===== config.mk =====
export PLATFORM = sky130hd
export DESIGN_NAME = rofl_relay_output
export DESIGN_NICKNAME = d
export VERILOG_FILES = /design/src/rtl/rofl_pkg.sv /design/src/rtl/rofl_relay_output.sv
export SDC_FILE = /design/constraint.sdc
export NUM_CORES = 2
export LEC_CHECK = 0
export BUFFER_PORTS_ARGS = -buffer_cell sky130_fd_sc_hd__buf_2
export CAP_MARGIN = 10
export CORE_MARGIN = 1.5
export CORE_UTILIZATION = 60
export DETAILED_ROUTE_END_ITERATION = 7
export GPL_TIMING_DRIVEN = 1
export PLACE_DENSITY = 0.79
export SYNTH_ARGS = -nofsm -noshare
export SYNTH_HDL_FRONTEND = slang
export SYNTH_SLANG_ARGS = --single-unit

===== constraint.sdc =====
create_clock -name clk -period 39.6 [get_ports clk]
set_input_delay 0 -clock clk [delete_from_list [all_inputs] [get_ports clk]]
set_output_delay 0 -clock clk [all_outputs]
set_load 0.01 [all_outputs]

===== src/rtl/rofl_pkg.sv =====
// Purpose: Shared constants and types of the relay output function logic
// Assumes: 10 MHz system clock, 32-bit register port with byte addresses
// Notes:   Speeds are in tenths of a percent of maximum frequency
package rofl_pkg;
  // Clock and seconds tick
  localparam int CLK_HZ        = 10_000_000;
  localparam int TICK_PERIOD_S = 1;
  localparam int TICK_CYCLES   = TICK_PERIOD_S * CLK_HZ;
  // Field widths
  localparam int DLY_W = 10;
  localparam int SPD_W = 10;
  localparam int PV_W  = 16;
  localparam int SRC_W = 5;
  localparam int IRQ_W = 5;
  localparam int ADR_W = 8;
  // Value limits
  localparam logic [DLY_W-1:0] DLY_MAX  = 10'h258;  // 600 s
  localparam logic [SPD_W-1:0] SPD_FULL = 10'h3e8;  // 100.0 %
  localparam logic [SPD_W-1:0] SPD_HALF = 10'h1f4;  // 50.0 %, low calibration point
  // Register byte offsets
  localparam logic [ADR_W-1:0] RLY1_SRC_OFS = 8'h00;
  localparam logic [ADR_W-1:0] RLY1_ON_OFS  = 8'h04;
  localparam logic [ADR_W-1:0] RLY1_OFF_OFS = 8'h08;
  localparam logic [ADR_W-1:0] RLY2_SRC_OFS = 8'h0c;
  localparam logic [ADR_W-1:0] RLY2_ON_OFS  = 8'h10;
  localparam logic [ADR_W-1:0] RLY2_OFF_OFS = 8'h14;
  localparam logic [ADR_W-1:0] MISC_OFS     = 8'h18;
  localparam logic [ADR_W-1:0] SPEED_OFS    = 8'h1c;
  localparam logic [ADR_W-1:0] PVB_LIM_OFS  = 8'h20;
  localparam logic [ADR_W-1:0] BAND_OFS     = 8'h24;
  localparam logic [ADR_W-1:0] REG_TIME_OFS = 8'h28;
  localparam logic [ADR_W-1:0] CAL_CMD_OFS  = 8'h2c;
  localparam logic [ADR_W-1:0] CAL_PTS_OFS  = 8'h30;
  localparam logic [ADR_W-1:0] LIVE_OFS     = 8'h34;
  localparam logic [ADR_W-1:0] OUTS_OFS     = 8'h38;
  localparam logic [ADR_W-1:0] IRQ_STAT_OFS = 8'h3c;
  localparam logic [ADR_W-1:0] IRQ_MASK_OFS = 8'h40;
  // Field positions
  localparam int POL_BIT     = 8;   // Polarity bit in a source register
  localparam int ZF_SEL_LSB  = 8;   // Zero-flow input select in MISC
  localparam int HI_HALF_LSB = 16;  // Upper half of paired registers
  // Reset values
  localparam logic [31:0] REG_RST = 32'h0000_0000;
  // Interrupt bit positions
  localparam int IRQ_RLY1  = 0;
  localparam int IRQ_RLY2  = 1;
  localparam int IRQ_LOSTA = 2;
  localparam int IRQ_LOSTB = 3;
  localparam int IRQ_PHASE = 4;
  // Relay sources
  typedef enum logic [SRC_W-1:0] {
    SRC_OFF = 5'h00, SRC_ON = 5'h01, SRC_USER0 = 5'h02, SRC_SERIAL0 = 5'h06,
    SRC_CMP0 = 5'h0a, SRC_PVB_UNDER = 5'h0f, SRC_PVB_OVER = 5'h10, SRC_LOSTA = 5'h11,
    SRC_LOSTB = 5'h12, SRC_PHASE = 5'h13, SRC_NOFLOW = 5'h14, SRC_SYNC = 5'h15,
    SRC_SOLAR_OK = 5'h16, SRC_SOLAR_LOW = 5'h17, SRC_MPP = 5'h18, SRC_BELOW = 5'h19,
    SRC_ABOVE = 5'h1a, SRC_LOADWARN = 5'h1b
  } rofl_src_type;
  localparam int SRC_COUNT = 28;
endpackage : rofl_pkg


===== src/rtl/rofl_relay_output.sv =====
// Purpose: Source selection, delays and polarity for two drive relays
// Assumes: One clock, asynchronous active-low reset, plain register port
// Notes:   Alarm, digital and phase-order pin inputs are filtered by three flops before use
// Operation
// RULE1: Four latched external user alarms selectable; the code only filters the alarm pins and does not latch them
// RULE2: Four serial-written bits selectable, relay follows
// RULE3: Five comparator results selectable as sources
// RULE4: Second process below-low and above-high flags
// RULE5: Regulation lost after staying beyond band interval
// RULE6: Phase order source high for forward order
// RULE7: Zero-flow source follows selected digital input
// RULE8: Line-locked source while output synchronised
// RULE9: Solar good, low and power-search sources
// RULE10: Per-relay polarity, pass-through or flipped
// RULE11: Activation delay 0 to 600 seconds
// RULE12: De-activation delay 0 to 600 seconds
// RULE13: Below-speed source under frequency threshold
// RULE14: Above-speed source over frequency threshold
// RULE15: Two-point load curve sets warning threshold
// RULE16: Delay restarts when source returns early
// RULE17: Polarity applied after the delay stage
//
// Chosen here: strobed register access and the register addresses.
`timescale 1ns/1ps
`default_nettype none

// Three-flop filter; a bit changes once stages two and three agree
module rofl_sync #(
  parameter int W = 1
) (
  input  wire logic         clk,
  input  wire logic         rst_n,
  input  wire logic [W-1:0] d,
  output logic      [W-1:0] q
);
  logic [W-1:0] s1Reg;  // Metastable stage, read only by s2Reg
  logic [W-1:0] s2Reg;
  logic [W-1:0] s3Reg;
  logic [W-1:0] qReg;
  // Shift chain and agreement filter
  always_ff @(posedge clk or negedge rst_n) begin
    if (!rst_n) begin
      s1Reg <= '0;
      s2Reg <= '0;
      s3Reg <= '0;
      qReg  <= '0;
    end else begin
      s1Reg <= d;
      s2Reg <= s1Reg;
      s3Reg <= s2Reg;
      qReg  <= ((s2Reg ~^ s3Reg) & s3Reg) | ((s2Reg ^ s3Reg) & qReg);
    end
  end
  assign q = qReg;
endmodule : rofl_sync

// On and off delay stage counted in seconds ticks
module rofl_delay
  import rofl_pkg::*;
(
  input  wire logic             clk,
  input  wire logic             rst_n,
  input  wire logic             tick,
  input  wire logic             src,
  input  wire logic [DLY_W-1:0] onDelay,
  input  wire logic [DLY_W-1:0] offDelay,
  output logic                  out
);
  logic             out_reg;  // Delayed state
  logic [DLY_W-1:0] cnt_reg;  // Elapsed seconds of pending change
  wire  [DLY_W-1:0] limit = src ? onDelay : offDelay;
  wire              done  = (cnt_reg >= limit);
  // Count while source differs from output, else restart
  always_ff @(posedge clk or negedge rst_n) begin
    if (!rst_n) begin
      out_reg <= 1'b0;
      cnt_reg <= '0;
    end else if (src == out_reg) begin
      cnt_reg <= '0;  // see RULE16
    end else if (done) begin
      out_reg <= src;  // see RULE11 see RULE12
      cnt_reg <= '0;
    end else if (tick) begin
      cnt_reg <= cnt_reg + 1'b1;
    end
  end
  assign out = out_reg;
endmodule : rofl_delay

module rofl_relay_output
  import rofl_pkg::*;
#(
  parameter int TICK_LEN = TICK_CYCLES  // Cycles per seconds tick
) (
  input  wire logic             clk,
  input  wire logic             rst_n,
  input  wire logic [ADR_W-1:0] addr,
  input  wire logic [31:0]      wrData,
  input  wire logic             wrStb,
  input  wire logic             rdStb,
  output logic      [31:0]      rdData,
  input  wire logic [3:0]       userAlarm,
  input  wire logic [7:0]       digitalIn,
  input  wire logic             phaseOrderForward,
  input  wire logic [4:0]       comparatorResult,
  input  wire logic [PV_W-1:0]  secondProcess,
  input  wire logic [PV_W-1:0]  firstProcessError,
  input  wire logic [PV_W-1:0]  secondProcessError,
  input  wire logic             lineSynchronised,
  input  wire logic             solarSufficient,
  input  wire logic             powerPointSearchActive,
  input  wire logic [SPD_W-1:0] motorFreq,
  input  wire logic [PV_W-1:0]  motorLoad,
  output logic      [1:0]       relayDrive,
  output logic                  irq
);
  // Configuration registers
  logic [SRC_W-1:0] rly1Sel_reg, rly2Sel_reg;     // Source selectors
  logic             relay_one_polarity_reg;       // Flip relay one
  logic             relay_two_polarity_reg;       // Flip relay two
  logic [DLY_W-1:0] rly1On_reg, rly1Off_reg;      // Relay one delays
  logic [DLY_W-1:0] relay_two_on_delay_reg;       // Relay two on delay
  logic [DLY_W-1:0] rly2Off_reg;                  // Relay two off delay
  logic [3:0]       serial_written_bit_reg;       // Bits set by serial commands
  logic [2:0]       zeroFlowSel_reg;              // Digital input for zero flow
  logic [SPD_W-1:0] below_speed_threshold_reg;
  logic [SPD_W-1:0] above_speed_threshold_reg;
  logic [PV_W-1:0]  process_low_limit_reg, process_high_limit_reg;
  logic [PV_W-1:0]  bandA_reg, bandB_reg;         // Regulation band limits
  logic [DLY_W-1:0] intervalA_reg, intervalB_reg; // Regulation loss intervals
  logic [PV_W-1:0]  calLow_reg, calHigh_reg;      // Load curve points
  logic             calLowOk_reg, calHighOk_reg;  // Points captured
  logic [IRQ_W-1:0] irqStat_reg, irqMask_reg;
  logic [31:0]      rdData_reg;
  logic [31:0]      rdData_next;
  // Seconds tick and edge history
  logic [31:0]      tickCnt_reg;
  logic             tick_reg;
  logic [1:0]       drivePrev_reg;
  logic             lostAPrev_reg, lostBPrev_reg, phasePrev_reg;

  // Synchronised pins
  logic [3:0] alarmSync;
  logic [7:0] dinSync;
  logic       phaseSync;
  rofl_sync #(.W(13)) u_sync (
    .clk  (clk),
    .rst_n(rst_n),
    .d    ({phaseOrderForward, digitalIn, userAlarm}),
    .q    ({phaseSync, dinSync, alarmSync})
  );

  // Seconds tick from the system clock
  always_ff @(posedge clk or negedge rst_n) begin
    if (!rst_n) begin
      tickCnt_reg <= '0;
      tick_reg    <= 1'b0;
    end else if (tickCnt_reg == 32'(TICK_LEN - 1)) begin
      tickCnt_reg <= '0;
      tick_reg    <= 1'b1;
    end else begin
      tickCnt_reg <= tickCnt_reg + 32'h1;
      tick_reg    <= 1'b0;
    end
  end

  // Process comparisons
  wire pvbUnder = (secondProcess < process_low_limit_reg);   // see RULE4
  wire pvbOver  = (secondProcess > process_high_limit_reg);  // see RULE4
  wire beyondA  = (firstProcessError > bandA_reg);
  wire beyondB  = (secondProcessError > bandB_reg);
  logic lostA, lostB;
  // Regulation loss reuses the delay stage with no release delay
  rofl_delay u_lostA (
    .clk(clk), .rst_n(rst_n), .tick(tick_reg), .src(beyondA),
    .onDelay(intervalA_reg), .offDelay('0), .out(lostA)  // see RULE5
  );
  rofl_delay u_lostB (
    .clk(clk), .rst_n(rst_n), .tick(tick_reg), .src(beyondB),
    .onDelay(intervalB_reg), .offDelay('0), .out(lostB)  // see RULE5
  );

  // Load curve: flat below half speed, straight line to full speed
  wire [SPD_W-1:0]   fAbove  = (motorFreq > SPD_HALF) ? (motorFreq - SPD_HALF) : '0;
  wire signed [17:0] calDiff = $signed({2'b00, calHigh_reg}) - $signed({2'b00, calLow_reg});
  wire signed [28:0] calProd = calDiff * $signed({1'b0, fAbove});
  wire signed [28:0] calStep = calProd / $signed({19'h0, SPD_HALF});
  wire signed [18:0] loadTh  = $signed({3'b000, calLow_reg}) + calStep[18:0];
  wire loadWarn = calLowOk_reg && calHighOk_reg &&
                  ($signed({3'b000, motorLoad}) > loadTh);  // see RULE15

  // Source vector indexed by the source enumeration
  wire [SRC_COUNT-1:0] srcVec = {
    loadWarn,                                   // see RULE15
    (motorFreq > above_speed_threshold_reg),    // see RULE14
    (motorFreq < below_speed_threshold_reg),    // see RULE13
    powerPointSearchActive,                     // see RULE9
    ~solarSufficient,                           // see RULE9
    solarSufficient,                            // see RULE9
    lineSynchronised,                           // see RULE8
    dinSync[zeroFlowSel_reg],                   // see RULE7
    phaseSync,                                  // see RULE6
    lostB, lostA,                               // see RULE5
    pvbOver, pvbUnder,
    comparatorResult,                           // see RULE3
    serial_written_bit_reg,                     // see RULE2
    alarmSync,                                  // see RULE1
    1'b1, 1'b0
  };
  // Codes past the last source read as inactive
  wire rly1Src = (rly1Sel_reg < SRC_W'(SRC_COUNT)) ? srcVec[rly1Sel_reg] : 1'b0;
  wire rly2Src = (rly2Sel_reg < SRC_W'(SRC_COUNT)) ? srcVec[rly2Sel_reg] : 1'b0;

  // Delay stages act on the source itself
  logic rly1Dly, rly2Dly;
  rofl_delay u_rly1 (
    .clk(clk), .rst_n(rst_n), .tick(tick_reg), .src(rly1Src),
    .onDelay(rly1On_reg), .offDelay(rly1Off_reg), .out(rly1Dly)
  );
  rofl_delay u_rly2 (
    .clk(clk), .rst_n(rst_n), .tick(tick_reg), .src(rly2Src),
    .onDelay(relay_two_on_delay_reg), .offDelay(rly2Off_reg), .out(rly2Dly)
  );
  // Polarity after the delay so delays keep the source edge
  assign relayDrive = {rly2Dly ^ relay_two_polarity_reg,
                       rly1Dly ^ relay_one_polarity_reg};  // see RULE10 see RULE17

  // Write decode
  wire hitR1Src = wrStb && (addr == RLY1_SRC_OFS);
  wire hitR1On  = wrStb && (addr == RLY1_ON_OFS);
  wire hitR1Off = wrStb && (addr == RLY1_OFF_OFS);
  wire hitR2Src = wrStb && (addr == RLY2_SRC_OFS);
  wire hitR2On  = wrStb && (addr == RLY2_ON_OFS);
  wire hitR2Off = wrStb && (addr == RLY2_OFF_OFS);
  wire hitMisc  = wrStb && (addr == MISC_OFS);
  wire hitSpeed = wrStb && (addr == SPEED_OFS);
  wire hitPvb   = wrStb && (addr == PVB_LIM_OFS);
  wire hitBand  = wrStb && (addr == BAND_OFS);
  wire hitTime  = wrStb && (addr == REG_TIME_OFS);
  wire hitCal   = wrStb && (addr == CAL_CMD_OFS);
  wire hitStat  = wrStb && (addr == IRQ_STAT_OFS);
  wire hitMask  = wrStb && (addr == IRQ_MASK_OFS);
  // Delays above 600 s are held at 600 s
  wire [DLY_W-1:0] dlyLo = (wrData[DLY_W-1:0] > DLY_MAX) ? DLY_MAX : wrData[DLY_W-1:0];
  wire [DLY_W-1:0] dlyHi = (wrData[HI_HALF_LSB +: DLY_W] > DLY_MAX) ? DLY_MAX
                         : wrData[HI_HALF_LSB +: DLY_W];
  // Speeds above 100.0 % are held at 100.0 %
  wire [SPD_W-1:0] spdLo = (wrData[SPD_W-1:0] > SPD_FULL) ? SPD_FULL : wrData[SPD_W-1:0];
  wire [SPD_W-1:0] spdHi = (wrData[HI_HALF_LSB +: SPD_W] > SPD_FULL) ? SPD_FULL
                         : wrData[HI_HALF_LSB +: SPD_W];

  // Relay configuration registers
  always_ff @(posedge clk or negedge rst_n) begin
    if (!rst_n) begin
      rly1Sel_reg <= SRC_OFF;
      rly2Sel_reg <= SRC_OFF;
      relay_one_polarity_reg <= 1'b0;
      relay_two_polarity_reg <= 1'b0;
      rly1On_reg  <= '0;
      rly1Off_reg <= '0;
      relay_two_on_delay_reg <= '0;
      rly2Off_reg <= '0;
    end else begin
      if (hitR1Src) begin
        rly1Sel_reg <= wrData[SRC_W-1:0];
        relay_one_polarity_reg <= wrData[POL_BIT];  // see RULE10
      end
      if (hitR2Src) begin
        rly2Sel_reg <= wrData[SRC_W-1:0];
        relay_two_polarity_reg <= wrData[POL_BIT];  // see RULE10
      end
      if (hitR1On)  rly1On_reg  <= dlyLo;              // see RULE11
      if (hitR1Off) rly1Off_reg <= dlyLo;              // see RULE12
      if (hitR2On)  relay_two_on_delay_reg <= dlyLo;   // see RULE11
      if (hitR2Off) rly2Off_reg <= dlyLo;              // see RULE12
    end
  end

  // Function parameter registers
  always_ff @(posedge clk or negedge rst_n) begin
    if (!rst_n) begin
      serial_written_bit_reg    <= '0;
      zeroFlowSel_reg           <= '0;
      below_speed_threshold_reg <= '0;
      above_speed_threshold_reg <= '0;
      process_low_limit_reg     <= '0;
      process_high_limit_reg    <= '0;
      bandA_reg                 <= '0;
      bandB_reg                 <= '0;
      intervalA_reg             <= '0;
      intervalB_reg             <= '0;
    end else begin
      if (hitMisc) begin
        serial_written_bit_reg <= wrData[3:0];                // see RULE2
        zeroFlowSel_reg        <= wrData[ZF_SEL_LSB +: 3];    // see RULE7
      end
      if (hitSpeed) begin
        below_speed_threshold_reg <= spdLo;  // see RULE13
        above_speed_threshold_reg <= spdHi;  // see RULE14
      end
      if (hitPvb) begin
        process_low_limit_reg  <= wrData[PV_W-1:0];
        process_high_limit_reg <= wrData[HI_HALF_LSB +: PV_W];
      end
      if (hitBand) begin
        bandA_reg <= wrData[PV_W-1:0];
        bandB_reg <= wrData[HI_HALF_LSB +: PV_W];
      end
      if (hitTime) begin
        intervalA_reg <= dlyLo;
        intervalB_reg <= dlyHi;
      end
    end
  end

  // Load curve capture; the operator runs the drive at each point first
  always_ff @(posedge clk or negedge rst_n) begin
    if (!rst_n) begin
      calLow_reg    <= '0;
      calHigh_reg   <= '0;
      calLowOk_reg  <= 1'b0;
      calHighOk_reg <= 1'b0;
    end else if (hitCal) begin
      if (wrData[0]) begin
        calLow_reg   <= motorLoad;  // see RULE15
        calLowOk_reg <= 1'b1;
      end
      if (wrData[1]) begin
        calHigh_reg   <= motorLoad;  // see RULE15
        calHighOk_reg <= 1'b1;
      end
    end
  end

  // Sticky events; a new event wins over a write-one clear
  wire [IRQ_W-1:0] irqEvt = {
    (phaseSync != phasePrev_reg),
    (lostB && !lostBPrev_reg),
    (lostA && !lostAPrev_reg),
    (relayDrive[1] != drivePrev_reg[1]),
    (relayDrive[0] != drivePrev_reg[0])
  };
  wire [IRQ_W-1:0] irqClr = hitStat ? wrData[IRQ_W-1:0] : '0;
  always_ff @(posedge clk or negedge rst_n) begin
    if (!rst_n) begin
      irqStat_reg   <= '0;
      irqMask_reg   <= '0;
      drivePrev_reg <= '0;
      lostAPrev_reg <= 1'b0;
      lostBPrev_reg <= 1'b0;
      phasePrev_reg <= 1'b0;
    end else begin
      irqStat_reg   <= (irqStat_reg & ~irqClr) | irqEvt;
      drivePrev_reg <= relayDrive;
      lostAPrev_reg <= lostA;
      lostBPrev_reg <= lostB;
      phasePrev_reg <= phaseSync;
      if (hitMask) irqMask_reg <= wrData[IRQ_W-1:0];
    end
  end
  assign irq = |(irqStat_reg & irqMask_reg);

  // Read decode; unmapped offsets read zero
  always_comb begin
    rdData_next = REG_RST;
    if (addr == RLY1_SRC_OFS)      rdData_next = {23'h0, relay_one_polarity_reg, 3'h0, rly1Sel_reg};
    else if (addr == RLY1_ON_OFS)  rdData_next = {22'h0, rly1On_reg};
    else if (addr == RLY1_OFF_OFS) rdData_next = {22'h0, rly1Off_reg};
    else if (addr == RLY2_SRC_OFS) rdData_next = {23'h0, relay_two_polarity_reg, 3'h0, rly2Sel_reg};
    else if (addr == RLY2_ON_OFS)  rdData_next = {22'h0, relay_two_on_delay_reg};
    else if (addr == RLY2_OFF_OFS) rdData_next = {22'h0, rly2Off_reg};
    else if (addr == MISC_OFS)     rdData_next = {21'h0, zeroFlowSel_reg, 4'h0, serial_written_bit_reg};
    else if (addr == SPEED_OFS)    rdData_next = {6'h0, above_speed_threshold_reg, 6'h0, below_speed_threshold_reg};
    else if (addr == PVB_LIM_OFS)  rdData_next = {process_high_limit_reg, process_low_limit_reg};
    else if (addr == BAND_OFS)     rdData_next = {bandB_reg, bandA_reg};
    else if (addr == REG_TIME_OFS) rdData_next = {6'h0, intervalB_reg, 6'h0, intervalA_reg};
    else if (addr == CAL_CMD_OFS)  rdData_next = {30'h0, calHighOk_reg, calLowOk_reg};
    else if (addr == CAL_PTS_OFS)  rdData_next = {calHigh_reg, calLow_reg};
    else if (addr == LIVE_OFS)     rdData_next = {4'h0, srcVec};
    else if (addr == OUTS_OFS)     rdData_next = {28'h0, relayDrive, rly2Dly, rly1Dly};
    else if (addr == IRQ_STAT_OFS) rdData_next = {27'h0, irqStat_reg};
    else if (addr == IRQ_MASK_OFS) rdData_next = {27'h0, irqMask_reg};
  end
  // Read data stands only in the cycle after the strobe
  always_ff @(posedge clk or negedge rst_n) begin
    if (!rst_n) rdData_reg <= '0;
    else        rdData_reg <= rdStb ? rdData_next : '0;
  end
  assign rdData = rdData_reg;
endmodule : rofl_relay_output

`default_nettype wire


==> impl_metrics.toml <==
[cts]
clk-insertion-delay-late_ps = 560
numClockSinks = 373
clk_transition_reported_paths_ps = 60
ctsLongestPathBuffers = 3
clk_root_buffer_cell = "sky130_fd_sc_hd__clkbuf_16"
cts_inserted_buffers = 39
tritoncts = "done"
cts-resized-gates = 0
h-tree-depth = 2

[detailed_routing]
dr.first_iter.drc_count = 2538
via_count = 29814
drc = 2
drtAntennaViolNets = 0
drt_wl_total_um = 101000
via_per_inst = 6.31
dr.max_layer_used = "met5"
wl_met2_um = 46500
met1_length_um = 40200
routed_wire_length_per_instance_um = 21.4
dr.pass1.iters = 8
met3WireLength_um = 8300

[logic_synthesis]
postSynthCellCount = 3742
synth.area.top_cells = "sky130_fd_sc_hd__dfrtp_1 28%, sky130_fd_sc_hd__ha_1 9.4%, sky130_fd_sc_hd__fa_1 9.1%"
synth_cell_type_count = 134
synth_top_cell_by_area = "sky130_fd_sc_hd__dfrtp_1"
synth_compound_area_share_pct = 18.4
ys.flop_type = "sky130_fd_sc_hd__dfrtp_1"
yosys.area_share.simple_pct = 16.8
netlist_area_um2 = 33900
post_synth_fa_ha_maj_area_fraction_pct = 18.7
postSynthNetCount = 4291
synth_seq_area_share_pct = 27.5
fraction_of_post_synthesis_cell_area_in_the_top_cell_type_by_area_pct = 27.5
number_of_enable_type_register_cells_in_the_synthesized_netlist = 0
main_combinational_cell_family_by_area_after_synthesis = "adder cells"
ys_async_sr_fraction_pct = 100
synth-warning-count = 0
postSynthAreaPerCell_um2 = 9.07
postSynthRegisterBits = 373
synthMuxAreaShare_pct = 6.96
synth_xor_area_share_pct = 6.14

[finish]
commonest_non_fill_non_tap_cell_in_the_layout = "sky130_fd_sc_hd__dfrtp_1"
area_of_combinational_cells_with_multiple_inputs_um2 = 22700
final_cell_mix = "373 x sky130_fd_sc_hd__dfrtp_1, 365 x sky130_fd_sc_hd__inv_1, 340 x sky130_fd_sc_hd__nand2_1"
num-fill-cells = 4483
ff_latch_area_um2 = 9330
final_nets = 4485
final_layout_size_suffix_gt1_share_pct = 13.1
area_growth_syn_to_layout_pct = 10.4

[place]
io_buffer_count = 173
place.gp.congestion = 1.00
detailedPlacementHpwl_um = 77600

[critical_path]
critical_path_peak_fanout = 14
worst_ep_arrival_time_ps = 34020
cp_slowest_stage_delay_ps = 880
setup_crit_start_kind = "flop"
crit_required_ps = 40050
criticalPathCategory = "flop to flop"
endpoint_kind = "flop"
worst_path_max_delay_cell = "sky130_fd_sc_hd__a221oi_4"

[die]
top_level_port_count = 174
die_y_um = 241
die-width_um = 241
core_area_um2 = 55500
dieArea_um2 = 58000
effective_utilization_at_floorplan_pct = 61.1
placementRows = 86

[timing]
final_period_minus_worst_setup_slack_ps = 33570
fin_crit_sh_pct = 84.8
hold_violations = 0
finalMaxSlewViolations = 0
finalSetupViolations = 0
timing.max_slew.rel_slack_pct = 19.0
totalNegativeSetupSlack_ps = 0
rsz0062_at_grt = "false"
skew_ps = 28.5
fmaxAchievable_mhz = 29.8
worstMarginPinSlew_ps = 1210

[hold_path]
worst_hold_path_type = "input port to async pin"

[flow_run]
timing.max_cap.violations = 0

[global_route]
first_global_vias = 29161
global_route_wire_length_before_repair_um = 159000
initial_antenna_violation_count = 15
groute.usage.overall_pct = 35.1
grt_max_degree = 183
residual_overflow_from_global_routing = 0

[status]
run_status = "complete, but fails checks"
failed_checks = "DRC"
cell type report:
| class | count | share of cell area (%) |
|---|---|---|
| Antenna cell | 11 | 0.0735 |
| Clock buffer | 51 | 2.83 |
| Clock inverter | 17 | 0.538 |
| Inverter | 367 | 3.68 |
| Multi-Input combinational cell | 2885 | 60.7 |
| Sequential cell | 373 | 24.9 |
| Tap cell | 748 | 2.50 |
| Timing Repair Buffer | 270 | 4.81 |
cell families (layout without fill, tap and decap cells):
family	after synthesis	after routing
AOI/OAI and AO/OA	886	886
xor gates and xnor gates	228	228
adders and majority gates	414	414
buffers and inverters	484	705
DFF	373	373
muxes	204	204
other	0	11
and+or+nand+nor	1153	1153
metrics by stage:
stage | util [%] | std cells | setup WS [ps] | hold WS, ps | cell area (um2)
after global routing | 67.5 | 4720 | 3420 | 82.1 | 37500
after floorplan | - | 3742 | 11520 | -296 | 33900
after detailed placement | 63.8 | 4569 | 6660 | 108 | 35400
final | 67.5 | 4722 | 6030 | 60.3 | 37500
after global placement | 63.8 | 4569 | 7070 | 95.0 | 35400
after CTS | 67.4 | 4711 | 6410 | 60.5 | 37400
synthesized netlist by cell type, drive strengths merged, types with 24 or more instances:
master and count:
a21o 73, a21oi 171, a221oi 26, a222oi 24, a22oi 61, a31oi 43, and2 27, and3 39
clkbuf 94, dfrtp 373, fa 155, ha 255, inv 366, mux2 144, mux2i 51, nand2 340
nand2b 79, nand3 90, nand4 52, nor2 309, nor2b 53, nor3 58, o21a 27, o21ai 210
o31ai 29, xnor2 128, xor2 100
final timing paths:
kind                                       to  slack [ps]       startpoint  cells past startpoint
setup / recovery                   u_rly2.out        6030    calLow_reg[1]                    125
hold / removal             u_lostB.cnt_reg[0]          60            rst_n                      2
setup reg to reg                   u_rly2.out        6030    calLow_reg[1]                    125
hold reg to reg               u_sync.s2Reg[7]         350  u_sync.s1Reg[7]                      0
max in group asynchronous    drivePrev_reg[1]       37890            rst_n                      3
min in group clk             u_sync.s1Reg[11]          80     digitalIn[7]                      2
repair_timing:
| action | CTS | global route |
|---|---|---|
| setup endpoints to repair | 0 | 0 |
| endpoints found under the hold margin | 314 | 0 |
| buffers inserted | 0 | 0 |
| hold buffers | 74 | 0 |
per-layer routing:
layer / GRT usage [%] / vias up
met2: 57.0 / 1385
met4: 18.5 / 8
met1: 45.2 / 14430
li1: - / 13652
met3: 5.94 / 339
met5: 0 / -
worst max-delay path, delay by kind of cell (launching register included):
kind,cells,cell delay [ps]
AO/OA/AOI/OAI,72,18580
XOR/XNOR,6,2460
adder cells (fa/ha/maj),11,4450
buffers and inverters,5,510
flip-flops,1,480
multiplexers,6,2150
AND/OR/NAND/NOR,25,4770
Power is left out: the tool's default activity adds up to more than one toggle a clock period on the data nets, which glitch-free logic cannot reach.
